--- config.mk ---
export PLATFORM = sky130hd
export DESIGN_NAME = dtc_timer_counter
export DESIGN_NICKNAME = d
export VERILOG_FILES = /design/src/verilog/dtc_timer_counter.v
export VERILOG_INCLUDE_DIRS = /design/src /design/src/include
export SDC_FILE = /design/constraint.sdc
export NUM_CORES = 1
export LEC_CHECK = 0
export BUFFER_PORTS_ARGS = -buffer_cell sky130_fd_sc_hd__buf_2
export CELL_PAD_IN_SITES_DETAIL_PLACEMENT = 0
export CELL_PAD_IN_SITES_GLOBAL_PLACEMENT = 1
export CORE_MARGIN = 4
export CORE_UTILIZATION = 31
export CTS_CLUSTER_SIZE = 40
export DETAILED_ROUTE_END_ITERATION = 10
export GPL_ROUTABILITY_DRIVEN = 0
export PLACE_DENSITY = 0.62
export SYNTH_ARGS = -nofsm -noshare
export SYNTH_HDL_FRONTEND = slang
export SYNTH_SLANG_ARGS = --single-unit
--- constraint.sdc ---
create_clock -name clk_i -period 2.55 [get_ports clk_i]
set_input_delay 0.51 -clock clk_i [delete_from_list [all_inputs] [get_ports clk_i]]
set_output_delay 0.51 -clock clk_i [all_outputs]
set_load 0.05 [all_outputs]
--- src/include/dtc_defines.vh ---
`ifndef DTC_DEFINES_VH
`define DTC_DEFINES_VH

// ****************************************
// Register addresses in the special register space
// ****************************************
`define DTC_ADDR_TIMER_CONTROL 8'h88
`define DTC_ADDR_TIMER_MODE 8'h89
`define DTC_ADDR_TIMER_ZERO_LOW 8'h8A
`define DTC_ADDR_TIMER_ONE_LOW 8'h8B
`define DTC_ADDR_TIMER_ZERO_HIGH 8'h8C
`define DTC_ADDR_TIMER_ONE_HIGH 8'h8D
`define DTC_ADDR_CLOCK_CONTROL 8'h8E

// ****************************************
// Timer control bit positions
// ****************************************
`define DTC_TC_ONE_OVF 7
`define DTC_TC_ONE_RUN 6
`define DTC_TC_ZERO_OVF 5
`define DTC_TC_ZERO_RUN 4
`define DTC_TC_X1_FLAG 3
`define DTC_TC_X1_TYPE 2
`define DTC_TC_X0_FLAG 1
`define DTC_TC_X0_TYPE 0

// ****************************************
// Timer mode fields (per-timer nibble)
// ****************************************
`define DTC_TM_ONE_LSB 4
`define DTC_TM_ZERO_LSB 0
`define DTC_TM_GATE 3
`define DTC_TM_CT 2
`define DTC_MODE_13BIT 2'h0
`define DTC_MODE_16BIT 2'h1
`define DTC_MODE_RELOAD 2'h2
`define DTC_MODE_SPLIT 2'h3

// ****************************************
// Clock control bit positions
// ****************************************
`define DTC_CK_ONE_SEL 4
`define DTC_CK_ZERO_SEL 3

// ****************************************
// Reset values and divider counts
// ****************************************
`define DTC_RST_ZERO 8'h00
`define DTC_RST_CLOCK_CONTROL 8'h01
`define DTC_RD_UNMAPPED 8'hFF
`define DTC_DIV_LAST 4'hB
`define DTC_DIV_FAST_MASK 2'h3

`endif

--- src/verilog/dtc_timer_counter.v ---
`timescale 1ns/1ps
`include "dtc_defines.vh"
module dtc_timer_counter (
	// Clock and reset
	input wire clk_i,
	input wire nrst_i,
	// Special register access
	input wire [7:0] sfr_addr_i,
	input wire sfr_wr_i,
	input wire sfr_rd_i,
	input wire [7:0] sfr_wdata_i,
	output reg [7:0] sfr_rdata_o,
	// Vectoring acknowledges
	input wire timer_zero_vector_i,
	input wire timer_one_vector_i,
	input wire ext_irq_zero_vector_i,
	input wire ext_irq_one_vector_i,
	// Pins
	input wire timer_zero_count_pin_i,
	input wire timer_one_count_pin_i,
	input wire ext_irq_zero_pin_i,
	input wire ext_irq_one_pin_i,
	// Interrupt flags
	output reg timer_zero_overflow_flag_o,
	output reg timer_one_overflow_flag_o,
	output reg ext_irq_zero_flag_o,
	output reg ext_irq_one_flag_o
);

	// ****************************************
	// Step of one timer: {overflow, high, low}
	// ****************************************
	function [16:0] dtc_step;
		input [1:0] m;
		input [7:0] tl;
		input [7:0] th;
		input inc;
		reg [8:0] l;
		reg [8:0] h;
		begin
			l = {1'b0, tl} + 9'h001;
			h = {1'b0, th} + 9'h001;
			dtc_step = {1'b0, th, tl};
			if (inc) begin
				case (m)
					`DTC_MODE_13BIT: begin
						if (tl[4:0] == 5'h1F)
							dtc_step = {h[8], h[7:0], tl[7:5], 5'h00};
						else
							dtc_step = {1'b0, th, tl[7:5], l[4:0]};
					end
					`DTC_MODE_16BIT: begin
						if (&tl)
							dtc_step = {h[8], h[7:0], 8'h00};
						else
							dtc_step = {1'b0, th, l[7:0]};
					end
					`DTC_MODE_RELOAD: begin
						if (&tl)
							dtc_step = {1'b1, th, th};
						else
							dtc_step = {1'b0, th, l[7:0]};
					end
					default: dtc_step = {l[8], th, l[7:0]};
				endcase
			end
		end
	endfunction

	// ****************************************
	// Registers
	// ****************************************
	reg [7:0] timer_control;
	reg [7:0] timer_mode;
	reg [7:0] timer_zero_low;
	reg [7:0] timer_zero_high;
	reg [7:0] timer_one_low;
	reg [7:0] timer_one_high;
	reg [7:0] clock_control;

	// ****************************************
	// Pin synchronisers and edge history
	// ****************************************
	reg [3:0] pin_s1;
	reg [3:0] pin_s2;
	reg [3:0] pin_s3;
	wire [3:0] pin_fall = pin_s3 & ~pin_s2;

	always @(posedge clk_i or negedge nrst_i) begin
		if (!nrst_i) begin
			pin_s1 <= 4'hF;
			pin_s2 <= 4'hF;
			pin_s3 <= 4'hF;
		end else begin
			// Order: irq one, irq zero, count one, count zero
			pin_s1 <= {ext_irq_one_pin_i, ext_irq_zero_pin_i,
				timer_one_count_pin_i, timer_zero_count_pin_i};
			pin_s2 <= pin_s1;
			pin_s3 <= pin_s2;
		end
	end

	// ****************************************
	// Clock divider: one counter gives both rates
	// ****************************************
	reg [3:0] div_cnt;
	wire tick_slow = (div_cnt == `DTC_DIV_LAST);
	wire tick_fast = (div_cnt[1:0] == `DTC_DIV_FAST_MASK);

	always @(posedge clk_i or negedge nrst_i) begin
		if (!nrst_i)
			div_cnt <= 4'h0;
		else if (tick_slow)
			div_cnt <= 4'h0;
		else
			div_cnt <= div_cnt + 4'h1;
	end

	// ****************************************
	// Count enables
	// ****************************************
	wire [3:0] zero_cfg = timer_mode[`DTC_TM_ZERO_LSB +: 4];
	wire [3:0] one_cfg = timer_mode[`DTC_TM_ONE_LSB +: 4];
	wire [1:0] zero_mode = zero_cfg[1:0];
	wire [1:0] one_mode = one_cfg[1:0];
	wire zero_split = (zero_mode == `DTC_MODE_SPLIT);
	wire zero_tick = clock_control[`DTC_CK_ZERO_SEL] ? tick_fast : tick_slow;
	wire one_tick = clock_control[`DTC_CK_ONE_SEL] ? tick_fast : tick_slow;
	wire zero_run = timer_control[`DTC_TC_ZERO_RUN] &
		(~zero_cfg[`DTC_TM_GATE] | pin_s2[2]);
	wire one_run = timer_control[`DTC_TC_ONE_RUN] &
		(~one_cfg[`DTC_TM_GATE] | pin_s2[3]);
	wire zero_inc = zero_run & (zero_cfg[`DTC_TM_CT] ? pin_fall[0] : zero_tick);
	wire one_inc = one_run & (one_cfg[`DTC_TM_CT] ? pin_fall[1] : one_tick) &
		(one_mode != `DTC_MODE_SPLIT);
	// Split high byte: internal clock only, timer one run bit
	wire hi_zero_inc = zero_split & timer_control[`DTC_TC_ONE_RUN] & zero_tick;

	// ****************************************
	// Counter steps
	// ****************************************
	wire [16:0] zero_nxt = dtc_step(zero_mode, timer_zero_low, timer_zero_high, zero_inc);
	wire [16:0] one_nxt = dtc_step(one_mode, timer_one_low, timer_one_high, one_inc);
	wire [8:0] hi_zero_sum = {1'b0, timer_zero_high} + 9'h001;
	wire [7:0] next_hi_zero = zero_split ?
		(hi_zero_inc ? hi_zero_sum[7:0] : timer_zero_high) : zero_nxt[15:8];
	wire zero_ovf = zero_nxt[16];
	// In split mode timer one loses its flag to the high byte of timer zero
	wire one_ovf = zero_split ? (hi_zero_inc & hi_zero_sum[8]) : one_nxt[16];
	wire irq_zero_edge = timer_control[`DTC_TC_X0_TYPE] & pin_fall[2];
	wire irq_one_edge = timer_control[`DTC_TC_X1_TYPE] & pin_fall[3];

	// ****************************************
	// Register writes and flag updates
	// ****************************************
	wire wr_tc = sfr_wr_i & (sfr_addr_i == `DTC_ADDR_TIMER_CONTROL);
	wire wr_tm = sfr_wr_i & (sfr_addr_i == `DTC_ADDR_TIMER_MODE);
	wire wr_lo_zero = sfr_wr_i & (sfr_addr_i == `DTC_ADDR_TIMER_ZERO_LOW);
	wire wr_lo_one = sfr_wr_i & (sfr_addr_i == `DTC_ADDR_TIMER_ONE_LOW);
	wire wr_hi_zero = sfr_wr_i & (sfr_addr_i == `DTC_ADDR_TIMER_ZERO_HIGH);
	wire wr_hi_one = sfr_wr_i & (sfr_addr_i == `DTC_ADDR_TIMER_ONE_HIGH);
	wire wr_ck = sfr_wr_i & (sfr_addr_i == `DTC_ADDR_CLOCK_CONTROL);

	reg [7:0] next_tc;

	always @* begin
		next_tc = timer_control;
		if (wr_tc)
			next_tc = sfr_wdata_i;
		// Hardware vectoring clear, then set wins over any clear
		if (timer_one_vector_i)
			next_tc[`DTC_TC_ONE_OVF] = 1'b0;
		if (one_ovf)
			next_tc[`DTC_TC_ONE_OVF] = 1'b1;
		if (timer_zero_vector_i)
			next_tc[`DTC_TC_ZERO_OVF] = 1'b0;
		if (zero_ovf)
			next_tc[`DTC_TC_ZERO_OVF] = 1'b1;
		if (next_tc[`DTC_TC_X0_TYPE]) begin
			if (ext_irq_zero_vector_i)
				next_tc[`DTC_TC_X0_FLAG] = 1'b0;
			if (irq_zero_edge)
				next_tc[`DTC_TC_X0_FLAG] = 1'b1;
		end else begin
			next_tc[`DTC_TC_X0_FLAG] = ~pin_s2[2];
		end
		if (next_tc[`DTC_TC_X1_TYPE]) begin
			if (ext_irq_one_vector_i)
				next_tc[`DTC_TC_X1_FLAG] = 1'b0;
			if (irq_one_edge)
				next_tc[`DTC_TC_X1_FLAG] = 1'b1;
		end else begin
			next_tc[`DTC_TC_X1_FLAG] = ~pin_s2[3];
		end
	end

	always @(posedge clk_i or negedge nrst_i) begin
		if (!nrst_i) begin
			timer_control <= `DTC_RST_ZERO;
			timer_mode <= `DTC_RST_ZERO;
			timer_zero_low <= `DTC_RST_ZERO;
			timer_zero_high <= `DTC_RST_ZERO;
			timer_one_low <= `DTC_RST_ZERO;
			timer_one_high <= `DTC_RST_ZERO;
			clock_control <= `DTC_RST_CLOCK_CONTROL;
			timer_zero_overflow_flag_o <= 1'b0;
			timer_one_overflow_flag_o <= 1'b0;
			ext_irq_zero_flag_o <= 1'b0;
			ext_irq_one_flag_o <= 1'b0;
		end else begin
			timer_control <= next_tc;
			timer_zero_overflow_flag_o <= next_tc[`DTC_TC_ZERO_OVF];
			timer_one_overflow_flag_o <= next_tc[`DTC_TC_ONE_OVF];
			ext_irq_zero_flag_o <= next_tc[`DTC_TC_X0_FLAG];
			ext_irq_one_flag_o <= next_tc[`DTC_TC_X1_FLAG];
			if (wr_tm)
				timer_mode <= sfr_wdata_i;
			if (wr_ck)
				clock_control <= sfr_wdata_i;
			// Software write to a count byte overrides that cycle's count
			timer_zero_low <= wr_lo_zero ? sfr_wdata_i : zero_nxt[7:0];
			timer_zero_high <= wr_hi_zero ? sfr_wdata_i : next_hi_zero;
			timer_one_low <= wr_lo_one ? sfr_wdata_i : one_nxt[7:0];
			timer_one_high <= wr_hi_one ? sfr_wdata_i : one_nxt[15:8];
		end
	end

	// ****************************************
	// Register reads
	// ****************************************
	always @(posedge clk_i or negedge nrst_i) begin
		if (!nrst_i) begin
			sfr_rdata_o <= `DTC_RST_ZERO;
		end else if (sfr_rd_i) begin
			case (sfr_addr_i)
				`DTC_ADDR_TIMER_CONTROL: sfr_rdata_o <= timer_control;
				`DTC_ADDR_TIMER_MODE: sfr_rdata_o <= timer_mode;
				`DTC_ADDR_TIMER_ZERO_LOW: sfr_rdata_o <= timer_zero_low;
				`DTC_ADDR_TIMER_ONE_LOW: sfr_rdata_o <= timer_one_low;
				`DTC_ADDR_TIMER_ZERO_HIGH: sfr_rdata_o <= timer_zero_high;
				`DTC_ADDR_TIMER_ONE_HIGH: sfr_rdata_o <= timer_one_high;
				`DTC_ADDR_CLOCK_CONTROL: sfr_rdata_o <= clock_control;
				default: sfr_rdata_o <= `DTC_RD_UNMAPPED;
			endcase
		end
	end

endmodule

Yosys cells after proc, flatten, opt, wreduce, memory -nomap -nowiden
Index checks and enable logic that the tools add are counted.
{ "totals": {"ff_bits": 84, "input_bits": 28, "output_inout_bits": 12, "wordCells": 123} }
{ "op_classes": {"addsub": 5, "eq_ne": 26, "mux": 34, "bitwise": 25, "n_reduce_logical": 14} }
{ "op_table": {"columns": ["operator", "n"], "rows": [
  ["$mux 17", 8],
  ["$pmux 17 s3", 2],
  ["$eq 8x8->1 const B", 7],
  ["$mux 8", 7],
  ["$pmux 8 s7", 1],
  ["$add 8x1->9 const B", 4],
  ["$and 1x1->1", 17],
  ["$reduce_and 8->1", 2],
  ["$mux 1", 15],
  ["$eq 5x5->1 const B", 2],
  ["$ne 3x3->1 const B", 3],
  ["$eq 2x2->1 const B", 4],
  ["$ne 2x2->1 const B", 4],
  ["$ne 4x4->1 const B", 2],
  ["$reduce_and 6->1", 1],
  ["$reduce_bool 2->1", 3],
  ["$reduce_bool 3->1", 2],
  ["$reduce_and 5->1", 1],
  ["$add 4x1->4 const B", 1],
  ["$and 4x4->4", 1],
  ["$eq 2x1->1 const B", 2],
  ["$eq 4x4->1 const B", 1],
  ["$logic_not 2->1", 2],
  ["$mux 4", 1],
  ["6 further kinds", 11]
]} }

Depth between registers and ports, before layout
Gate-level depths: netlist of the first run.
{ "depth": {"word_depth": 8, "ltp_mapped": 8, "mapped_depth_nobuf": 7} }

Worst setup path after synthesis of the first run
OpenSTA, ideal clock, no wires.
{ "synth_path": {"path_kind": "in2reg", "startpoint": "input sfr_addr_i[6]", "endpoint": "register timer_zero_high[3]", "arrival_ps": 2211, "t_required_ps": 2424, "setup_slack_ps": 213, "stages": 7, "path_buffers": 2, "cell_sequence": "or4_4 buf_6 or4_4 buf_6 nand3_4 o21ai_1 a221o_1"} }
{ "synth_between": {"elab_chain_len": 4, "word_cells_on_any_way": 10} }
{ "synth_lines": {"columns": ["item", "line_no", "rtl"], "rows": [
  ["start: declaration", "dtc_timer_counter.v:8", "input wire [7:0] sfr_addr_i,"],
  ["$eq 8x8->1 (*)", null, null],
  ["$and 1x1->1 (*)", "dtc_timer_counter.v:160", "wire wr_hi_zero = sfr_wr_i & (sfr_addr_i == `DTC_ADDR_TIMER_ZERO_HIGH);"],
  ["$ne 4x4->1 (no line), or another cell as far along", null, null],
  ["$reduce_and 6->1 (no line)", null, null],
  ["end signal: assignment", "dtc_timer_counter.v:202", "timer_zero_high <= `DTC_RST_ZERO;"],
  ["end signal: assignment", "dtc_timer_counter.v:222", "timer_zero_high <= wr_hi_zero ? sfr_wdata_i : next_hi_zero;"],
  ["end: declaration", "dtc_timer_counter.v:76", "reg [7:0] timer_zero_high;"]
]} }
Mark *: on every way between the ends. The rest lies on a longest branch, timed or not.
A chain may end at the register's enable or synchronous reset.

Worst setup path in the final report of the first run
{ "layout_path": {"startpoint": "register timer_zero_low[1]", "endpoint": "register timer_zero_high[5]"} }
{ "layout_between": {"elab_chain_len": 3, "word_cells_on_any_way": 5} }
{ "layout_lines": {"columns": ["item", "line_no", "rtl"], "rows": [
  ["start: declaration", "dtc_timer_counter.v:75", "reg [7:0] timer_zero_low;"],
  ["start signal: assignment", "dtc_timer_counter.v:201", "timer_zero_low <= `DTC_RST_ZERO;"],
  ["start signal: assignment", "dtc_timer_counter.v:221", "timer_zero_low <= wr_lo_zero ? sfr_wdata_i : zero_nxt[7:0];"],
  ["$eq 5x5->1 / $reduce_and 8->1 (equally long branches)", "dtc_timer_counter.v:47, dtc_timer_counter.v:53", null],
  ["$ne 4x4->1 (no line)", null, null],
  ["$reduce_and 6->1 (no line) (*)", null, null]
]} }
Marks and branches as above.

==> flow_summary.toml, run 1 <==
[placed_design]
io_buffer_count = 39
hpwl_um = 11100

[routing]
drt_iter0_drc = 312
routedWlPerCell_um = 20.3
num_vias = 4097
via_per_inst = 5.58
drcViolationCount = 0
drt-total-wl_um = 14900
ant_nets = 0
first_pass_iters = 5

[critical_path]
arrival_ns = 2.54
crit_path_end_kind = "register"
crit_fanout = 6
critPathRequiredTime_ns = 2.83
critPathLaunchType = "register"
path_class = "register to register"

[timing]
fmax_mhz = 444
report.final.slew_viol_count = 0
worstMarginPinSlew_ns = 0.665
slew-limit-headroom_pct = 55.6
finalSetupViolations = 0
rsz0062_at_grt = "false"
hold_violations = 0
timing.setup.tns_ns = 0
fin_crit_ns = 2.25
skew_ns = 0.00555
timing.final.crit_share_pct = 88.4

[final_layout]
final_util_pct = 37.2
nets = 578
diodes = 0
area_delta_synth_final_pct = 16.8
final_layout_size_suffix_gt1_share_pct = 22.4

[synthesis]
yosys.area.top_type = "dfrtp_1"
yosys-top-cells-area = "dfrtp_1, dfstp_2, a21oi_1"
synth_mux_area_share_pct = 8.90
postSynthCellCount = 495
synthTopCellsByCount = "dfrtp_1, a21oi_1, nand2_1, nor2_1, o21ai_0"
async_flop_share_pct = 100
synth.avg_cell_area_um2 = 9.43
synth_seq_cells = 80
yosys.area.top_type_share_pct = 35.9
synth-simple-area-share_pct = 19.6
synth_top_family_by_area = "compound AO/OA/AOI/OAI gates"
ys.flop_type = "dfrtp_1"
synthAdderAreaFrac_pct = 1.34
ys_seq_area_share_pct = 43.2
synth-xor-area-share_pct = 2.82
synth_fp_nets = 528
synth_cell_types = 66
synthesis.area_um2 = 4670
ys_warn_count = 0
synth_most_common_cell = "dfrtp_1"
synth_edf_count = 0
synth_compound_area_share_pct = 21.2

[global_route]
grtUsageTotal_pct = 18.3
grtUsageMet1_pct = 26.0
antenna_found_initial = 0
grt-ovfl-total = 0
top_usage_layer = "met2"
grt_pass1_vias = 4001
grtUsageMet2_pct = 27.2
grt_max_degree = 49
grt_pass1_wl_um = 23200
grtUsageMet3_pct = 3.66

[clock_tree]
cts-resized-gates = 0
clock_sinks = 80
clk_latency_ns = 0.34
htree_levels = 3
clk_pin_slew_ns = 0.06
hold_buffers = 0
cts_tree = "built"
clockBufferDepth = 2
cts_buffers = 9
cts-root-buf = "clkbuf_16"
post_cts_buffers = 0

[pwr]
powerDensity_nw_per_um2 = 670
leakagePower_uw = 0.00217
ir_drop_v = 0.000318

[floorplanning]
die_h_um = 131
start_util_pct = 31.9
fp.dieW_um = 131
ios = 40
fp.coreArea_um2 = 14600
die-area_um2 = 17100
row_count = 44

[hold_path]
hold_path.class = "input port to async pin"

[run]
drv_cap = 0

[status]
status = "completed"
==> per-layer routing <==
layer  vias up  part of all wire, %
met5         -                    0
met1      1994                   47
met4         0                  2.9
li1       1945                    -
met2       130                   44
met3        28                  6.3
==> path summary, 6_finish.rpt <==
check                                                    from                             end  slack [ns]  cells past startpoint
worst min register to register            pin_s1[2]$_DFF_PN1_             pin_s2[2]$_DFF_PN1_        0.35                      0
min in group clk_i                          ext_irq_one_pin_i             pin_s1[3]$_DFF_PN1_        0.26                      1
worst min-delay path                                   nrst_i            div_cnt[1]$_DFF_PN0_        0.11                      1
max in group asynchronous                              nrst_i    clock_control[0]$_DFFE_PN1P_        1.79                      2
worst max-delay path            timer_zero_low[1]$_DFFE_PN0P_  timer_zero_high[5]$_DFFE_PN0P_        0.30                      7
worst max register to register  timer_zero_low[1]$_DFFE_PN0P_  timer_zero_high[5]$_DFFE_PN0P_        0.30                      7
==> final cells by class <==
class	count	area, um^2
Inverter	7	26.3
Tap cell	184	230
Sequential cell	80	2020
Clock buffer	11	233
Fill cell	1510	9190
Clock inverter	5	35.0
Timing Repair Buffer	64	398
Multi-Input combinational cell	383	2510
==> kinds of logic after synthesis <==
group / Yosys count
multiplexers: 37
XOR/XNOR: 15
adder cells (fa/ha/maj): 5
buffers and inverters: 32
flip-flops: 80
AO/OA/AOI/OAI: 153
AND/OR/NAND/NOR: 173
==> metrics by stage <==
stage / hold slack (ns) / power, uW / cells / worst slack [ns] / cell area, um^2
2_1_floorplan: 0.214 / 2140 / 495 / 0.213 / 4670
3_5_place_dp: 0.347 / 2490 / 718 / 0.116 / 5180
4_1_cts: 0.115 / 3690 / 734 / 0.309 / 5450
6_report: 0.115 / 3660 / 734 / 0.297 / 5450
3_3_place_gp: 0.346 / 2490 / 718 / 0.143 / 5180
5_1_grt: 0.149 / 3870 / 734 / 0.0866 / 5450
==> flip-flops by register name (all words and copies together) (netlist names) <==
signal           count
pin_s1               4
sfr_rdata_o          8
timer_zero_low       8
timer_one_high       8
pin_s3               4
timer_zero_high      8
timer_mode           8
timer_control        8
timer_one_low        8
div_cnt              4
clock_control        8
pin_s2               4
==> cells in the final DEF, fill, tap and decap left out, types with 10 or more instances in the layout <==
cell	count
a21oi_1	45
and3_1	11
buf_2	38
buf_4	25
dfrtp_1	67
dfstp_2	13
mux2_2	18
mux2i_1	16
nand2_1	44
nand3_1	14
nor2_1	44
nor2b_1	10
o21ai_0	22
o21ai_1	10
o31ai_1	11
==> report_power, final <==
group / leakage [uW] / internal (uW) / switching (uW) / total (uW)
registers: 0.000885 / 1400 / 206 / 1600
logic: 0.00116 / 375 / 498 / 873
clock network: 0.000129 / 659 / 520 / 1180
total: 0.00217 / 2430 / 1220 / 3660
==> critical path, cell delays in order (launching register included) <==
cell,delay [ns]
dfrtp_1,0.42
ha_1,0.26
nand4_1,0.16
a2111oi_0,0.38
a21bo_2,0.33
a21o_1,0.27
nor3b_1,0.23
a221o_1,0.13
Note: power is estimated with default switching activity, not from simulation.
==> inputs of run 2 (changes only) <==
--- a/config.mk
+++ b/config.mk
@@ -15,6 +15,7 @@
 export DETAILED_ROUTE_END_ITERATION = 10
 export GPL_ROUTABILITY_DRIVEN = 0
 export PLACE_DENSITY = 0.62
+export REMOVE_ABC_BUFFERS = 1
 export SYNTH_ARGS = -nofsm -noshare
 export SYNTH_HDL_FRONTEND = slang
 export SYNTH_SLANG_ARGS = --single-unit
==> run 2 against run 1 <==
Effect of this change: clock power is 19% higher; final cell count fell by 0.14%; combinational power shrank 0.6%; critical path type unchanged; maximum frequency down 2.9%; power up 5.6%; largest cell class unchanged; final area rose by 0.96%; largest power group unchanged.
==> flow_summary.toml, run 2 (synthesis results as in run 1) <==
[global_route]
grt-ovfl-total = 0
grtUsageTotal_pct = 18.1
grtUsageMet3_pct = 2.56
antenna_found_initial = 0
grt_pass1_wl_um = 23200
grtUsageMet1_pct = 26.4
grt_pass1_vias = 3915
grtUsageMet2_pct = 27.8
top_usage_layer = "met2"
grt_max_degree = 48

[pwr]
leakagePower_uw = 0.00219
swShare_pct = 32.0
ir_drop_v = 0.000334
p_sw_uw = 1240
comb_power_share_pct = 22.5
power.internal_uw = 2620
total_power_uw = 3860
pwr-share-clk_pct = 36.2
pwr-share-seq_pct = 41.3
powerDensity_nw_per_um2 = 701

[clock_tree]
cts-root-buf = "clkbuf_16"
clock_sinks = 80
hold_buffers = 0
clk_latency_ns = 0.35
clockBufferDepth = 2
clk_pin_slew_ns = 0.07
cts_tree = "built"
cts_buffers = 9
htree_levels = 3

[timing]
holdWs_ns = 0.181
hold_violations = 0
fin_crit_ns = 2.32
slew-limit-headroom_pct = 58.8
fmax_mhz = 431
timing.final.crit_share_pct = 91.0
finalSetupViolations = 0
report.final.slew_viol_count = 0
worstMarginPinSlew_ns = 0.618
skew_ns = 0.00973
timing.setup.tns_ns = 0
rsz0062_at_grt = "false"

[final_layout]
finalNonFillerCells = 733
final_layout_size_suffix_gt1_share_pct = 22.2
nets = 577
diodes = 0
n_fill_cell = 1491
design_area_um2 = 5510
layout_commonest_cell = "dfrtp_1"
area_delta_synth_final_pct = 18.0
seq_area_um2 = 2020
mostFrequentLayoutCells = "dfrtp_1, a21oi_1, nor2_1, nand2_1, buf_2"
multi_input_area_um2 = 2510

[routing]
drcViolationCount = 0
ant_nets = 0
num_vias = 4065
drt_iter0_drc = 375
first_pass_iters = 5
routedWlPerCell_um = 20.2
drt-total-wl_um = 14800
via_per_inst = 5.55

[critical_path]
slowest_stage = "dfrtp_1"
reg2reg_from = "timer_zero_low[1]$_DFFE_PN0P_"
crit_fanout = 6
arrival_ns = 2.60
r2r_cells = 7
rr_endpoint = "timer_zero_high[5]$_DFFE_PN0P_"
critPathRequiredTime_ns = 2.83
critPathLaunchType = "register"
cp_slowest_stage_delay_ns = 0.42
crit_path_end_kind = "register"
ff2ff_setup_slack_ns = 0.23
path_class = "register to register"
path_cells = "ha_1 -> nand4_1 -> a2111oi_1 -> a21bo_2 -> a21o_1 -> nor3b_1 -> a221o_1"

[floorplanning]
fp.coreArea_um2 = 14600
row_count = 44
start_util_pct = 31.9
die-area_um2 = 17100
fp.dieW_um = 131
ios = 40
die_h_um = 131

[run]
drv_cap = 0

[status]
status = "completed"

[placed_design]
io_buffer_count = 39
dpl.cell_count = 717
dpl_cell_area_um2 = 5190
hpwl_um = 10900

[hold_path]
hold_path.class = "input port to async pin"
run 2: what timing repair did:
item / 4_1_cts / 5_1_grt
buffers inserted: 0 / 0
gates resized for setup: 0 / 1
endpoints found under the setup margin: 0 / 2
run 2: how the worst max path moves through the flow:
stage	startpoint	end	cells after the start
finish	timer_zero_low[1]$_DFFE_PN0P_	timer_zero_high[5]$_DFFE_PN0P_	7
global route	timer_zero_low[1]$_DFFE_PN0P_	timer_zero_high[5]$_DFFE_PN0P_	7
CTS	timer_zero_low[1]$_DFFE_PN0P_	timer_zero_high[5]$_DFFE_PN0P_	7
detailed placement	sfr_addr_i[6]	timer_zero_high[5]$_DFFE_PN0P_	6
global placement	sfr_addr_i[6]	timer_zero_high[4]$_DFFE_PN0P_	6
floorplan	sfr_addr_i[6]	timer_mode[0]$_DFFE_PN0P_	3
run 2: final cells by class:
cell class	instances	area share, %
multi-input combinational	383	45.7
sequential	80	36.7
timing repair buffer	63	7.32
clock buffer	11	4.23
tap	184	4.18
clock inverter	5	1.48
inverter	7	0.477
run 2: critical path: cells and delay by family, from the launching register on:
kind                     cells  cell delay (ns)
AND/OR/NAND/NOR              2             0.46
adder cells (fa/ha/maj)      1             0.26
flip-flops                   1             0.42
AO/OA/AOI/OAI                4             1.11
run 2: metrics by stage:
step / util, % / setup WS [ns]
after global routing: 37.6 / 0.0348
after CTS: 37.6 / 0.233
after detailed placement: 35.4 / 0.120
after floorplan: - / 0.212
after global placement: 35.4 / 0.145
final: 37.6 / 0.229
run 2: power by group through the flow:
| stage | clock network (uW) | registers, uW | logic [uW] |
|---|---|---|---|
| 6_report | 1400 | 1590 | 868 |
| 4_1_cts | 1440 | 1590 | 867 |
| 5_1_grt | 1480 | 1610 | 977 |
| 3_3_place_gp | 0 | 1610 | 855 |
| 2_1_floorplan | 0 | 1560 | 558 |
| 3_5_place_dp | 0 | 1610 | 862 |
run 2: layer usage:
layer | share of wire (%) | wire length (um) | up-vias
met5 | 0 | 0 | -
met4 | 1.4 | 210 | 0
met3 | 5.3 | 783 | 15
met2 | 45 | 6690 | 120
met1 | 48 | 7110 | 1995
li1 | - | - | 1935
